$ cat src/cisl_defines.svh
`ifndef CISL_DEFINES_SVH
`define CISL_DEFINES_SVH

// ----------------------------------------------------------------
// Register indices (printed offsets) and byte addresses
// ----------------------------------------------------------------
`define CISL_IDX_FLAGS1    16'h0730
`define CISL_IDX_FLAGS2    16'h0731
`define CISL_IDX_RAW2      16'h0732
`define CISL_IDX_RAW1      16'h0733
`define CISL_IDX_MASK1     16'h0738
`define CISL_IDX_MASK2     16'h0739
`define CISL_ADDR_FLAGS1   14'h1CC0
`define CISL_ADDR_FLAGS2   14'h1CC4
`define CISL_ADDR_RAW2     14'h1CC8
`define CISL_ADDR_RAW1     14'h1CCC
`define CISL_ADDR_MASK1    14'h1CE0
`define CISL_ADDR_MASK2    14'h1CE4

// ----------------------------------------------------------------
// Implemented bits, edge sensitivity and mask reset values
// ----------------------------------------------------------------
`define CISL_IMPL1         16'h07A1
`define CISL_IMPL2         16'hDBE0
`define CISL_BOTH1         16'h07A1
`define CISL_BOTH2         16'h81E0
`define CISL_RISE2         16'h5A00
`define CISL_MASK1_RST     16'h07FF
`define CISL_MASK2_RST     16'hFFFF

`endif

$ cat src/cisl_pkg.sv
package cisl_pkg;
  typedef logic [15:0] cisl_word_t;
  typedef struct packed {
    cisl_word_t first;
    cisl_word_t second;
  } cisl_src_s;
  typedef enum logic [1:0] {
    CISL_IDLE,
    CISL_ACCESS
  } cisl_phase_e;
endpackage

$ cat src/cisl_edge_latch.sv
`timescale 1ns/1ns
`include "cisl_defines.svh"
module cisl_edge_latch #(
  parameter int          W    = 16,
  parameter logic [15:0] IMPL = 16'h0000,
  parameter logic [15:0] BOTH = 16'h0000,
  parameter logic [15:0] RISE = 16'h0000
) (
  input  wire logic         clk_i,
  input  wire logic         arst_n_i,
  input  wire logic         ce_i,
  input  wire logic [W-1:0] src_i,
  input  wire logic [W-1:0] clr_i,
  output logic      [W-1:0] flag_o,
  output logic      [W-1:0] raw_o
);
  logic [W-1:0] prev;
  logic [W-1:0] next_flag;
  logic [W-1:0] hit;

  // ----------------------------------------------------------------
  // Per-bit edge detect
  // ----------------------------------------------------------------
  for (genvar b = 0; b < W; b++) begin : g_bit
    assign hit[b] = IMPL[b] & ((BOTH[b] & (src_i[b] ^ prev[b])) |
                               (RISE[b] & src_i[b] & ~prev[b]));
  end

  // Set beats a same-cycle clear
  always_comb begin
    next_flag = (flag_o & ~clr_i) | hit;
  end

  always_ff @(posedge clk_i or negedge arst_n_i) begin
    if (!arst_n_i) begin
      prev   <= '0;
      flag_o <= '0;
    end else if (ce_i) begin
      prev   <= src_i;
      flag_o <= next_flag;
    end
  end

  assign raw_o = src_i & IMPL[W-1:0];

  a_edge_sets_flag: assert property (@(posedge clk_i) disable iff (!arst_n_i)
    ce_i && (hit != '0) |=> ((flag_o & $past(hit)) == $past(hit)))
    else $error("edge event not latched");
endmodule // cisl_edge_latch

$ cat src/cisl_irq_top.sv
// The APB slave port is this design's own decision.
`timescale 1ns/1ns
`include "cisl_defines.svh"
module cisl_irq_top (
  input  wire logic              clk_i,
  input  wire logic              arst_n_i,
  input  wire logic              ce_i,
  input  wire cisl_pkg::cisl_src_s src_i,
  input  wire logic              psel_i,
  input  wire logic              penable_i,
  input  wire logic              pwrite_i,
  input  wire logic [13:0]       paddr_i,
  input  wire logic [31:0]       pwdata_i,
  output logic      [31:0]       prdata_o,
  output logic                   pready_o,
  output logic                   pslverr_o,
  output logic                   irq_o
);
  import cisl_pkg::*;

  cisl_word_t  flag1, flag2, raw1, raw2, clr1, clr2;
  cisl_word_t  mask1, mask2, next_mask1, next_mask2;
  logic [31:0] next_prdata;
  logic        next_slverr;
  logic        next_irq;
  logic        wr_en;
  logic        hit_addr;
  cisl_phase_e phase, next_phase;

  // ----------------------------------------------------------------
  // Flag latches
  // ----------------------------------------------------------------
  cisl_edge_latch #(
    .W    (16),
    .IMPL (`CISL_IMPL1),
    .BOTH (`CISL_BOTH1),
    .RISE (16'h0000)
  ) u_first (
    .clk_i    (clk_i),
    .arst_n_i (arst_n_i),
    .ce_i     (ce_i),
    .src_i    (src_i.first),
    .clr_i    (clr1),
    .flag_o   (flag1),
    .raw_o    (raw1)
  );

  // Bits 9 and 11 rising only, 12 and 14 too
  cisl_edge_latch #(
    .W    (16),
    .IMPL (`CISL_IMPL2),
    .BOTH (`CISL_BOTH2),
    .RISE (`CISL_RISE2)
  ) u_second (
    .clk_i    (clk_i),
    .arst_n_i (arst_n_i),
    .ce_i     (ce_i),
    .src_i    (src_i.second),
    .clr_i    (clr2),
    .flag_o   (flag2),
    .raw_o    (raw2)
  );

  // ----------------------------------------------------------------
  // APB slave, one wait-free access phase
  // ----------------------------------------------------------------
  // No wait states, flags and masks answer from flops already settled, raw values straight from src_i
  assign wr_en    = psel_i & penable_i & pwrite_i;
  assign pready_o = 1'b1;
  // Unmapped offsets answer with an error, writes there are dropped
  assign hit_addr = (paddr_i == `CISL_ADDR_FLAGS1) || (paddr_i == `CISL_ADDR_FLAGS2) ||
                    (paddr_i == `CISL_ADDR_RAW1) || (paddr_i == `CISL_ADDR_RAW2) ||
                    (paddr_i == `CISL_ADDR_MASK1) || (paddr_i == `CISL_ADDR_MASK2);

  // ----------------------------------------------------------------
  // Write decode
  // ----------------------------------------------------------------
  // Only the low half is stored, the registers are 16 bits wide
  always_comb begin
    clr1 = '0;
    clr2 = '0;
    next_mask1 = mask1;
    next_mask2 = mask2;
    if (wr_en && paddr_i == `CISL_ADDR_FLAGS1) begin
      clr1 = pwdata_i[15:0];
    end else if (wr_en && paddr_i == `CISL_ADDR_FLAGS2) begin
      clr2 = pwdata_i[15:0];
    end else if (wr_en && paddr_i == `CISL_ADDR_MASK1) begin
      next_mask1 = pwdata_i[15:0];
    end else if (wr_en && paddr_i == `CISL_ADDR_MASK2) begin
      next_mask2 = pwdata_i[15:0];
    end
  end

  // ----------------------------------------------------------------
  // Read path
  // ----------------------------------------------------------------
  // Caught at setup so the data stands through the whole access phase
  always_comb begin
    next_prdata = prdata_o;
    next_slverr = 1'b0;
    next_phase  = CISL_IDLE;
    case (phase)
      CISL_IDLE: begin
        if (psel_i && !penable_i) begin
          next_phase = CISL_ACCESS;
          if (paddr_i == `CISL_ADDR_FLAGS1) begin
            next_prdata = {16'h0000, flag1};
          end else if (paddr_i == `CISL_ADDR_FLAGS2) begin
            next_prdata = {16'h0000, flag2};
          end else if (paddr_i == `CISL_ADDR_RAW1) begin
            next_prdata = {16'h0000, raw1};
          end else if (paddr_i == `CISL_ADDR_RAW2) begin
            next_prdata = {16'h0000, raw2};
          end else if (paddr_i == `CISL_ADDR_MASK1) begin
            next_prdata = {16'h0000, mask1};
          end else if (paddr_i == `CISL_ADDR_MASK2) begin
            next_prdata = {16'h0000, mask2};
          end else begin
            next_prdata = 32'h00000000;
          end
          next_slverr = ~hit_addr;
        end
      end
      default: begin
        next_phase = CISL_IDLE;
      end
    endcase
  end

  // ----------------------------------------------------------------
  // Interrupt output
  // ----------------------------------------------------------------
  always_comb begin
    next_irq = |((flag1 & ~mask1) | (flag2 & ~mask2));
  end

  // ----------------------------------------------------------------
  // Registers
  // ----------------------------------------------------------------
  always_ff @(posedge clk_i or negedge arst_n_i) begin
    if (!arst_n_i) begin
      mask1     <= `CISL_MASK1_RST;
      mask2     <= `CISL_MASK2_RST;
      prdata_o  <= 32'h00000000;
      pslverr_o <= 1'b0;
      phase     <= CISL_IDLE;
    end else if (ce_i) begin
      mask1     <= next_mask1;
      mask2     <= next_mask2;
      prdata_o  <= next_prdata;
      pslverr_o <= next_slverr;
      phase     <= next_phase;
    end
  end

  // Level output, combinational so a clear drops it at once
  assign irq_o = next_irq;

  // ----------------------------------------------------------------
  // Checks
  // ----------------------------------------------------------------
  a_irq_masked: assert property (@(posedge clk_i) disable iff (!arst_n_i)
    (((flag1 & ~mask1) == 16'h0000) && ((flag2 & ~mask2) == 16'h0000)) |-> !irq_o)
    else $error("irq high with no unmasked flag");
  a_irq_unmasked: assert property (@(posedge clk_i) disable iff (!arst_n_i)
    ((flag2 & ~mask2) != 16'h0000) |-> irq_o)
    else $error("unmasked flag did not raise irq");
  a_irq_first: assert property (@(posedge clk_i) disable iff (!arst_n_i)
    ((flag1 & ~mask1) != 16'h0000) |-> irq_o)
    else $error("unmasked first flag did not raise irq");
  a_flag_sticky: assert property (@(posedge clk_i) disable iff (!arst_n_i)
    ce_i && !(wr_en && paddr_i == `CISL_ADDR_FLAGS1) && flag1[5] |=> flag1[5])
    else $error("flag dropped without clear");
  a_zero_write: assert property (@(posedge clk_i) disable iff (!arst_n_i)
    ce_i && wr_en && (paddr_i == `CISL_ADDR_FLAGS1) && !pwdata_i[0] && flag1[0]
    |=> flag1[0])
    else $error("zero write cleared a flag");
  a_clear_works: assert property (@(posedge clk_i) disable iff (!arst_n_i)
    ce_i && wr_en && paddr_i == `CISL_ADDR_FLAGS2 && pwdata_i[14] && !src_i.second[14]
    |=> !flag2[14])
    else $error("write one did not clear");
  a_pin_clear: assert property (@(posedge clk_i) disable iff (!arst_n_i)
    ce_i && $past(ce_i) && $past(arst_n_i) && wr_en && (paddr_i == `CISL_ADDR_FLAGS1) &&
    pwdata_i[10] && $stable(src_i.first[10])
    |=> !flag1[10])
    else $error("write one did not clear pin flag");
  a_fall_only_rise: assert property (@(posedge clk_i) disable iff (!arst_n_i)
    ce_i && $fell(src_i.second[12]) && !flag2[12] && $past(ce_i) |=> !flag2[12])
    else $error("falling edge set rising-only flag");
  a_servo_rise: assert property (@(posedge clk_i) disable iff (!arst_n_i)
    ce_i && $rose(src_i.second[14]) && $past(ce_i) |=> flag2[14])
    else $error("servo done rise missed");
  a_drc2_rise: assert property (@(posedge clk_i) disable iff (!arst_n_i)
    ce_i && $rose(src_i.second[11]) && $past(ce_i) |=> flag2[11])
    else $error("activity rise missed");
  a_drc1_fall: assert property (@(posedge clk_i) disable iff (!arst_n_i)
    ce_i && $fell(src_i.second[9]) && !flag2[9] && $past(ce_i) |=> !flag2[9])
    else $error("activity fall set flag");
  a_drc1_rise: assert property (@(posedge clk_i) disable iff (!arst_n_i)
    ce_i && $rose(src_i.second[9]) && $past(ce_i) |=> flag2[9])
    else $error("first port activity rise missed");
  a_warn_fall: assert property (@(posedge clk_i) disable iff (!arst_n_i)
    ce_i && $fell(src_i.second[15]) && $past(ce_i) && $past(arst_n_i) |=> flag2[15])
    else $error("warning fall missed");
  a_jack_fall: assert property (@(posedge clk_i) disable iff (!arst_n_i)
    ce_i && $fell(src_i.first[5]) && $past(ce_i) && $past(arst_n_i) |=> flag1[5])
    else $error("jack fall missed");
  a_pin_rise: assert property (@(posedge clk_i) disable iff (!arst_n_i)
    ce_i && $rose(src_i.first[0]) && $past(ce_i) |=> flag1[0])
    else $error("pin one rise missed");
  a_mask_holds: assert property (@(posedge clk_i) disable iff (!arst_n_i)
    !(ce_i && wr_en && (paddr_i == `CISL_ADDR_MASK1)) |=> $stable(mask1))
    else $error("first mask changed without write");
  a_mask2_holds: assert property (@(posedge clk_i) disable iff (!arst_n_i)
    !(ce_i && wr_en && (paddr_i == `CISL_ADDR_MASK2)) |=> $stable(mask2))
    else $error("second mask changed without write");
  a_raw_level: assert property (@(posedge clk_i) disable iff (!arst_n_i)
    ce_i && psel_i && !penable_i && (paddr_i == `CISL_ADDR_RAW2) |=> prdata_o[15:14] == $past(src_i.second[15:14]))
    else $error("raw status not following source");
endmodule // cisl_irq_top

$ cat config.mk
export PLATFORM = sky130hd
export DESIGN_NAME = cisl_irq_top
export DESIGN_NICKNAME = d
export VERILOG_FILES = /design/src/cisl_pkg.sv /design/src/cisl_edge_latch.sv /design/src/cisl_irq_top.sv
export VERILOG_INCLUDE_DIRS = /design/src
export SDC_FILE = /design/constraint.sdc
export NUM_CORES = 1
export LEC_CHECK = 0
export BUFFER_PORTS_ARGS = -buffer_cell sky130_fd_sc_hd__buf_2
export CAP_MARGIN = 20
export CELL_PAD_IN_SITES_DETAIL_PLACEMENT = 1
export CELL_PAD_IN_SITES_GLOBAL_PLACEMENT = 1
export CORE_MARGIN = 5
export CORE_UTILIZATION = 40
export CTS_CLUSTER_DIAMETER = 100
export DETAILED_ROUTE_END_ITERATION = 12
export PLACE_DENSITY = 0.76
export SLEW_MARGIN = 20
export SYNTH_ARGS = -nofsm -noshare
export SYNTH_HDL_FRONTEND = slang
export SYNTH_SLANG_ARGS = --single-unit
$ cat constraint.sdc
create_clock -name clk_i -period 2.11 [get_ports clk_i]
set_input_delay 0 -clock clk_i [delete_from_list [all_inputs] [get_ports clk_i]]
set_output_delay 0 -clock clk_i [all_outputs]
set_load 0.02 [all_outputs]
## After elaboration in Yosys (flattened, before gate mapping)

Cells that the tools add are included.

| storage, ports and cells | value |
|---|---|
| bits in registers | 126 |
| bits of input ports | 84 |
| output and inout port bits | 35 |
| word-level logic and storage cells | 80 |

| cells by class | value |
|---|---|
| eq/ne operators | 6 |
| multiplexer cells | 13 |
| bitwise operators | 36 |
| reduce and logical (&&, ||, !) cells | 16 |

Operators with widths:

| kind | number |
|---|---|
| $mux W16 | 9 |
| $eq A14 B13 Y1 const B | 6 |
| $and A16 B16 Y16 | 4 |
| $not A16 Y16 | 4 |
| $or A16 B16 Y16 | 2 |
| $or A16 B11 Y16 | 1 |
| $reduce_or A16 Y1 | 1 |
| $xor A1 B1 Y1 | 11 |
| $not A1 Y1 | 8 |
| $and A1 B1 Y1 | 6 |
| $logic_and A1 B1 Y1 | 5 |
| $logic_or A1 B1 Y1 | 5 |
| $reduce_and A5 Y1 | 1 |
| $reduce_and A4 Y1 | 1 |
| $mux W1 | 3 |
| $reduce_and A3 Y1 | 1 |
| $logic_not A2 Y1 | 1 |
| $mux W2 | 1 |
| $logic_not A1 Y1 | 1 |

## Logic depth before layout (Yosys ltp)

| depth | value |
|---|---|
| word-level depth | 9 |
| depth in mapped cells | 7 |
| mapped depth without buffers | 5 |

## Modules after synthesis

From an unflattened synthesis, not the netlist that was laid out.

| second synthesis, totals | value |
|---|---|
| cell total of the unflattened synthesis | 575 |
| area, all modules | 5776.8 sq um |

By module, submodules not included:

| module | times used | cells an instance | area an instance (sq um) | seq. area each (sq um) |
|---|---|---|---|---|
| cisl_irq_top | 1 | 406 | 3692.3 | 1285.0 |
| cisl_edge_latch (u_second) | 1 | 93 | 1108.6 | 625.6 |
| cisl_edge_latch (u_first) | 1 | 76 | 975.9 | 550.5 |

## Worst setup path after synthesis

No wires, ideal clock.

| timing | value |
|---|---|
| path type | reg2reg |
| from | reg phase[0] |
| to | reg prdata_o[7] |
| library setup time | 0.083 ns |
| arrival time | 1.559 ns |
| required time | 2.027 ns |
| path slack | 0.469 ns |
| stages on the path, launching flop included | 7 |
| path buffers | 1 |
| clock period less this slack | 1.641 ns |
| cells stage by stage | dfrtp_1 nand4bb_1 clkbuf_1 nor4_2 a32o_1 a31oi_1 o21ai_0 |

| on the way | value |
|---|---|
| word-level cells in the longest chain between the ends | 2 |

RTL lines:

| item | line | RTL |
|---|---|---|
| start: declaration | cisl_irq_top.sv:28 | `cisl_phase_e phase, next_phase;` |
| start signal: assignment | cisl_irq_top.sv:153 | `phase <= next_phase;` |
| $logic_not A2 Y1 | cisl_irq_top.sv:103 | `case (phase)` |
| $reduce_and A3 Y1 (no source line) | - |  |
| end signal: assignment | cisl_irq_top.sv:151 | `prdata_o <= next_prdata;` |
| end: declaration | cisl_irq_top.sv:14 | `output logic [31:0] prdata_o,` |

Every way passes these cells.
A chain may end at the register's enable or synchronous reset.

## Worst setup path after layout

| timing | value |
|---|---|
| from | reg mask2[7] |
| to | out irq_o |

| on the way | value |
|---|---|
| word-level cells in the longest chain between the ends | 4 |

RTL lines:

| item | line | RTL |
|---|---|---|
| start: declaration | cisl_irq_top.sv:22 | `cisl_word_t mask1, mask2, next_mask1, next_mask2;` |
| start signal: assignment | cisl_irq_top.sv:144 | `` mask2 <= `CISL_MASK2_RST; `` |
| start signal: assignment | cisl_irq_top.sv:150 | `mask2 <= next_mask2;` |
| $not A16 Y16 | cisl_irq_top.sv:135 | `next_irq = \|((flag1 & ~mask1) \| (flag2 & ~mask2));` |
| $and A16 B16 Y16 | cisl_irq_top.sv:135 |  |
| $or A16 B16 Y16 | cisl_irq_top.sv:135 |  |
| $reduce_or A16 Y1 | cisl_irq_top.sv:135 |  |
| end: declaration | cisl_irq_top.sv:17 | `output logic irq_o` |

Every way passes these cells.

==> impl.org <==
** Run status
- Outcome :: finished, final reports clean

** GRT
- Global routing finished with a remaining overflow of 0.
- The first global-routing pass estimated ~24 mm of wire.
- Entering global routing, the biggest net connects between 50 and 60 pins.
- Vias in the first global route :: 4,430
- Antenna violations before repair :: 0
- Global routing used 21.1% of the available tracks across all layers.

** Finish
- Count of inserted antenna diode cells :: 0
- Nets :: between 600 and 700
- Number of filler cells placed in the layout :: approximately 1,400
- Once layout is complete, the utilization of the core stands at 49.4%.
- Area growth from synthesis to layout :: 22.4%
- Fraction of final layout cells sized beyond drive strength 1 :: 33.4%
- Most used cells in the layout excluding fill and tap cells :: dfrtp_1 (70), buf_2 (67), nand2_1 (53), inv_1 (39)
- Most common cell after layout, fill and taps aside :: dfrtp_1

** Worst setup path
- Critical path fanouts, max :: 3
- Counting cells, the worst reg-to-reg path comes to 5.
- STA classifies the critical path startpoint as a register.
- Worst EP arrival :: about 1.8 ns
- STA classifies the critical path endpoint as an output pin.
- Data required time at the worst endpoint :: around 2.1 ns
- The critical path is of the reg -> out type.

** Timing
- Setup repair after global routing left no endpoint under its margin.
- Counting I/O delays and the setup requirement, the final critical path takes around 1.8 ns.
- Total negative slack for setup checks :: 0 ns
- The count of final max-slew check failures is 0.
- The final hold violation count was 0.
- Worst relative slew slack :: between 50 and 60%
- For the pin with the worst max-slew slack, the measured transition is between 0.6 and 0.7 ns.
- Final setup skew :: 0.00694 ns
- Setup violations remaining at the end of the flow were counted as 0.
- Of the available clock period, the critical path in the final layout requires between 80 and 90%.
- Derived from the worst setup path, the maximum achievable clock frequency is roughly 550 MHz.

** Detailed routing
- After detailed routing, the number of remaining DRC violations is 0.
- Via count :: around 4,000
- Wires add up to 15.2 mm.
- Post-detailed-route via-to-cell ratio :: roughly 5.4
- The first routing iteration left around 210 violations.
- In the final routed layout, each cell accounts on average for between 20 and 25 um.
- Before antenna repair, the detailed router went through 4 iterations.
- Number of nets with antenna violations after detailed routing :: 0

** Clocking
- Clk Tree Root Cell :: clkbuf_16
- Clock-pin slew was measured on the worst setup and hold paths at around 0.07 ns.
- CTS Buffer Depth :: 2
- Clk sink count :: 97
- TritonCTS built the clock tree.
- CTS buffer count :: 9
- H-tree levels :: 3
- The clock reaches the later pin of the worst-skew pair after around 0.35 ns.

** Worst hold path
- The path class of the tightest hold or removal check is in -> reg.
- Hold Crit Depth :: 5

** Synthesis
- A synthesized cell averages approximately 11 um^2.
- Leading post-synthesis cells by cell area :: dfrtp_1 (35%), dfstp_2 (14%), mux2_2 (6.3%), mux2_4 (6.0%), nand2_1 (4.0%)
- Post-synth top area share :: approximately a third
- Number of flops mapped to enable cells by yosys :: 0
- Synthesized instance count :: 462
- The share of the Yosys chip area taken by registers is roughly half.
- Count of state elements after synthesis :: 97
- Syn Std Cell Area :: between 5000 and 6000 um^2
- In the synthesized netlist the async set-or-reset flop fraction comes to 100%.
- Synth unique cells :: 53
- In the synthesized netlist the dominant register cell turns out to be dfrtp_1.
- During synthesis, Yosys emitted a total of 0 warnings.
- The synthesized design spends more area on one cell type than any other, namely dfrtp_1.

** Placement
- Buffers placed on the I/O ports in this run total between 60 and 70.
- At the end of routability-driven placement, the weighted congestion stood at roughly 0.84.
- Detailed placement HPWL :: about 11 mm

** Die
- Area enclosed by the die boundary :: about 15,000 um^2
- Once the floorplan was initialized, standard cells occupied between 40 and 50% of the core.
- Core Box Area :: ~12,000 um^2
- Floorplan row count :: ~40
- Vert. Die Dim :: between 100 and 150 um
- Overall die width :: around 120 um
- I/O pins :: ~120

** Power
- Power density cells :: approximately 640 nW/um^2
- Total power :: ~0.0039 W
- The analysis attributes to cell leakage a power of about 2.8 nW.
- VDD sags by at most roughly 0.30 mV.

** Flow run
- Across the run, the number of max-cap violations was 0.
-- Yosys cell counts (2+ instances only) --
| library cell | instances |
|---|---|
| nor4_1 | 4 |
| o21ai_1 | 2 |
| o31ai_1 | 2 |
| nand3_1 | 4 |
| buf_2 | 3 |
| xor2_1 | 11 |
| buf_1 | 2 |
| o221ai_1 | 5 |
| nor2b_1 | 3 |
| mux2_4 | 20 |
| conb_1 | 2 |
| dfstp_2 | 27 |
| nor2_1 | 13 |
| or4_4 | 2 |
| mux2i_1 | 5 |
| nor3_1 | 2 |
| nor3_4 | 2 |
| a32oi_1 | 6 |
| a22o_1 | 11 |
| a32o_1 | 7 |
| buf_6 | 5 |
| o21ai_0 | 28 |
| a31oi_1 | 3 |
| nand3_4 | 2 |
| o211ai_1 | 5 |
| a21oi_1 | 32 |
| nand2_1 | 53 |
| buf_4 | 17 |
| clkbuf_1 | 8 |
| mux2_2 | 28 |
| dfrtp_1 | 70 |
| o22ai_1 | 17 |
| nor2_4 | 2 |
| inv_1 | 39 |
| nand4_1 | 2 |
-- routing by layer --
layer  vias up  wire (um)  global-route usage (%)
met5         -          0                       0
met4         0        191                    7.84
met3        16        961                    3.20
met2       137       7470                    36.2
met1      2067       6570                    26.8
li1       1830          -                       -
-- cells by family (layout without fill, tap and decap cells) --
kind of cell | after synthesis | after routing | share of synthesized area (%)
muxes | 53 | 53 | 13.2
and+or+nand+nor | 106 | 106 | 13.1
other | 2 | 17 | 0.149
DFF | 97 | 97 | 48.9
buffers and inverters | 74 | 171 | 7.61
AOI/OAI and AO/OA | 119 | 119 | 15.1
xor gates and xnor gates | 11 | 11 | 1.92
-- stage by stage --
stage / setup WS (ns) / hold slack [ns] / instances / area, um^2
after floorplan: 0.469 / -0.296 / 477 / 5090
after global placement: 0.307 / 0.0578 / 698 / 5550
after detailed placement: 0.270 / 0.0658 / 698 / 5550
after CTS: 0.305 / 0.158 / 746 / 6160
after global routing: 0.222 / 0.189 / 746 / 6160
final: 0.279 / 0.165 / 746 / 6160
-- flip-flops by register name, indices dropped and copies added, names as in the netlist --
signal	flops
mask1	16
mask2	16
prdata_o	16
u_first.flag_o	16
u_second.flag_o	16
u_second.prev	9
u_first.prev	6
phase	1
pslverr_o	1
-- power breakdown --
| part | switching (W) | total (W) | leakage (nW) | internal [W] |
|---|---|---|---|---|
| Clock | 0.000729 | 0.00160 | 0.136 | 0.000870 |
| Sequential | 0.0000208 | 0.00192 | 1.05 | 0.00190 |
| Combinational | 0.000252 | 0.000414 | 1.62 | 0.000162 |
| Total | 0.00100 | 0.00393 | 2.81 | 0.00293 |
-- repair_timing --
action                                  CTS  global route
resized for setup                         0             0
hold buffers                             32             0
endpoints found under the hold margin   110             0
endpoints found under the setup margin    0             0
setup buffers                             0             0
-- layout make-up --
| type | instances | area (um^2) | share of cell area [%] |
|---|---|---|---|
| timing repair buffer | 116 | 808 | 13.1 |
| inverter | 39 | 146 | 2.38 |
| sequential | 97 | 2460 | 40.0 |
| multi-input combinational | 306 | 2240 | 36.4 |
| tap | 172 | 215 | 3.49 |
| clock inverter | 3 | 25.0 | 0.406 |
| clock buffer | 13 | 260 | 4.23 |
-- path summary, 6_finish.rpt --
path / startpoint / end / slack (ns)
min in group asynchronous: arst_n_i / u_second.prev[12] / 0.22
setup reg to reg: phase[0] / prdata_o[8] / 0.50
hold reg to reg: prdata_o[3] / prdata_o[3] / 0.48
max in group asynchronous: arst_n_i / mask2[1] / 1.13
hold / removal: penable_i / prdata_o[15] / 0.17
setup / recovery: mask2[7] / irq_o / 0.28
-- critical path: stages (launching register included) --
cell	delay (ns)
dfstp_2	0.56
o22ai_1	0.10
nor4_1	0.42
nand4_1	0.20
buf_2	0.20
(Power assumes the default switching activity.)
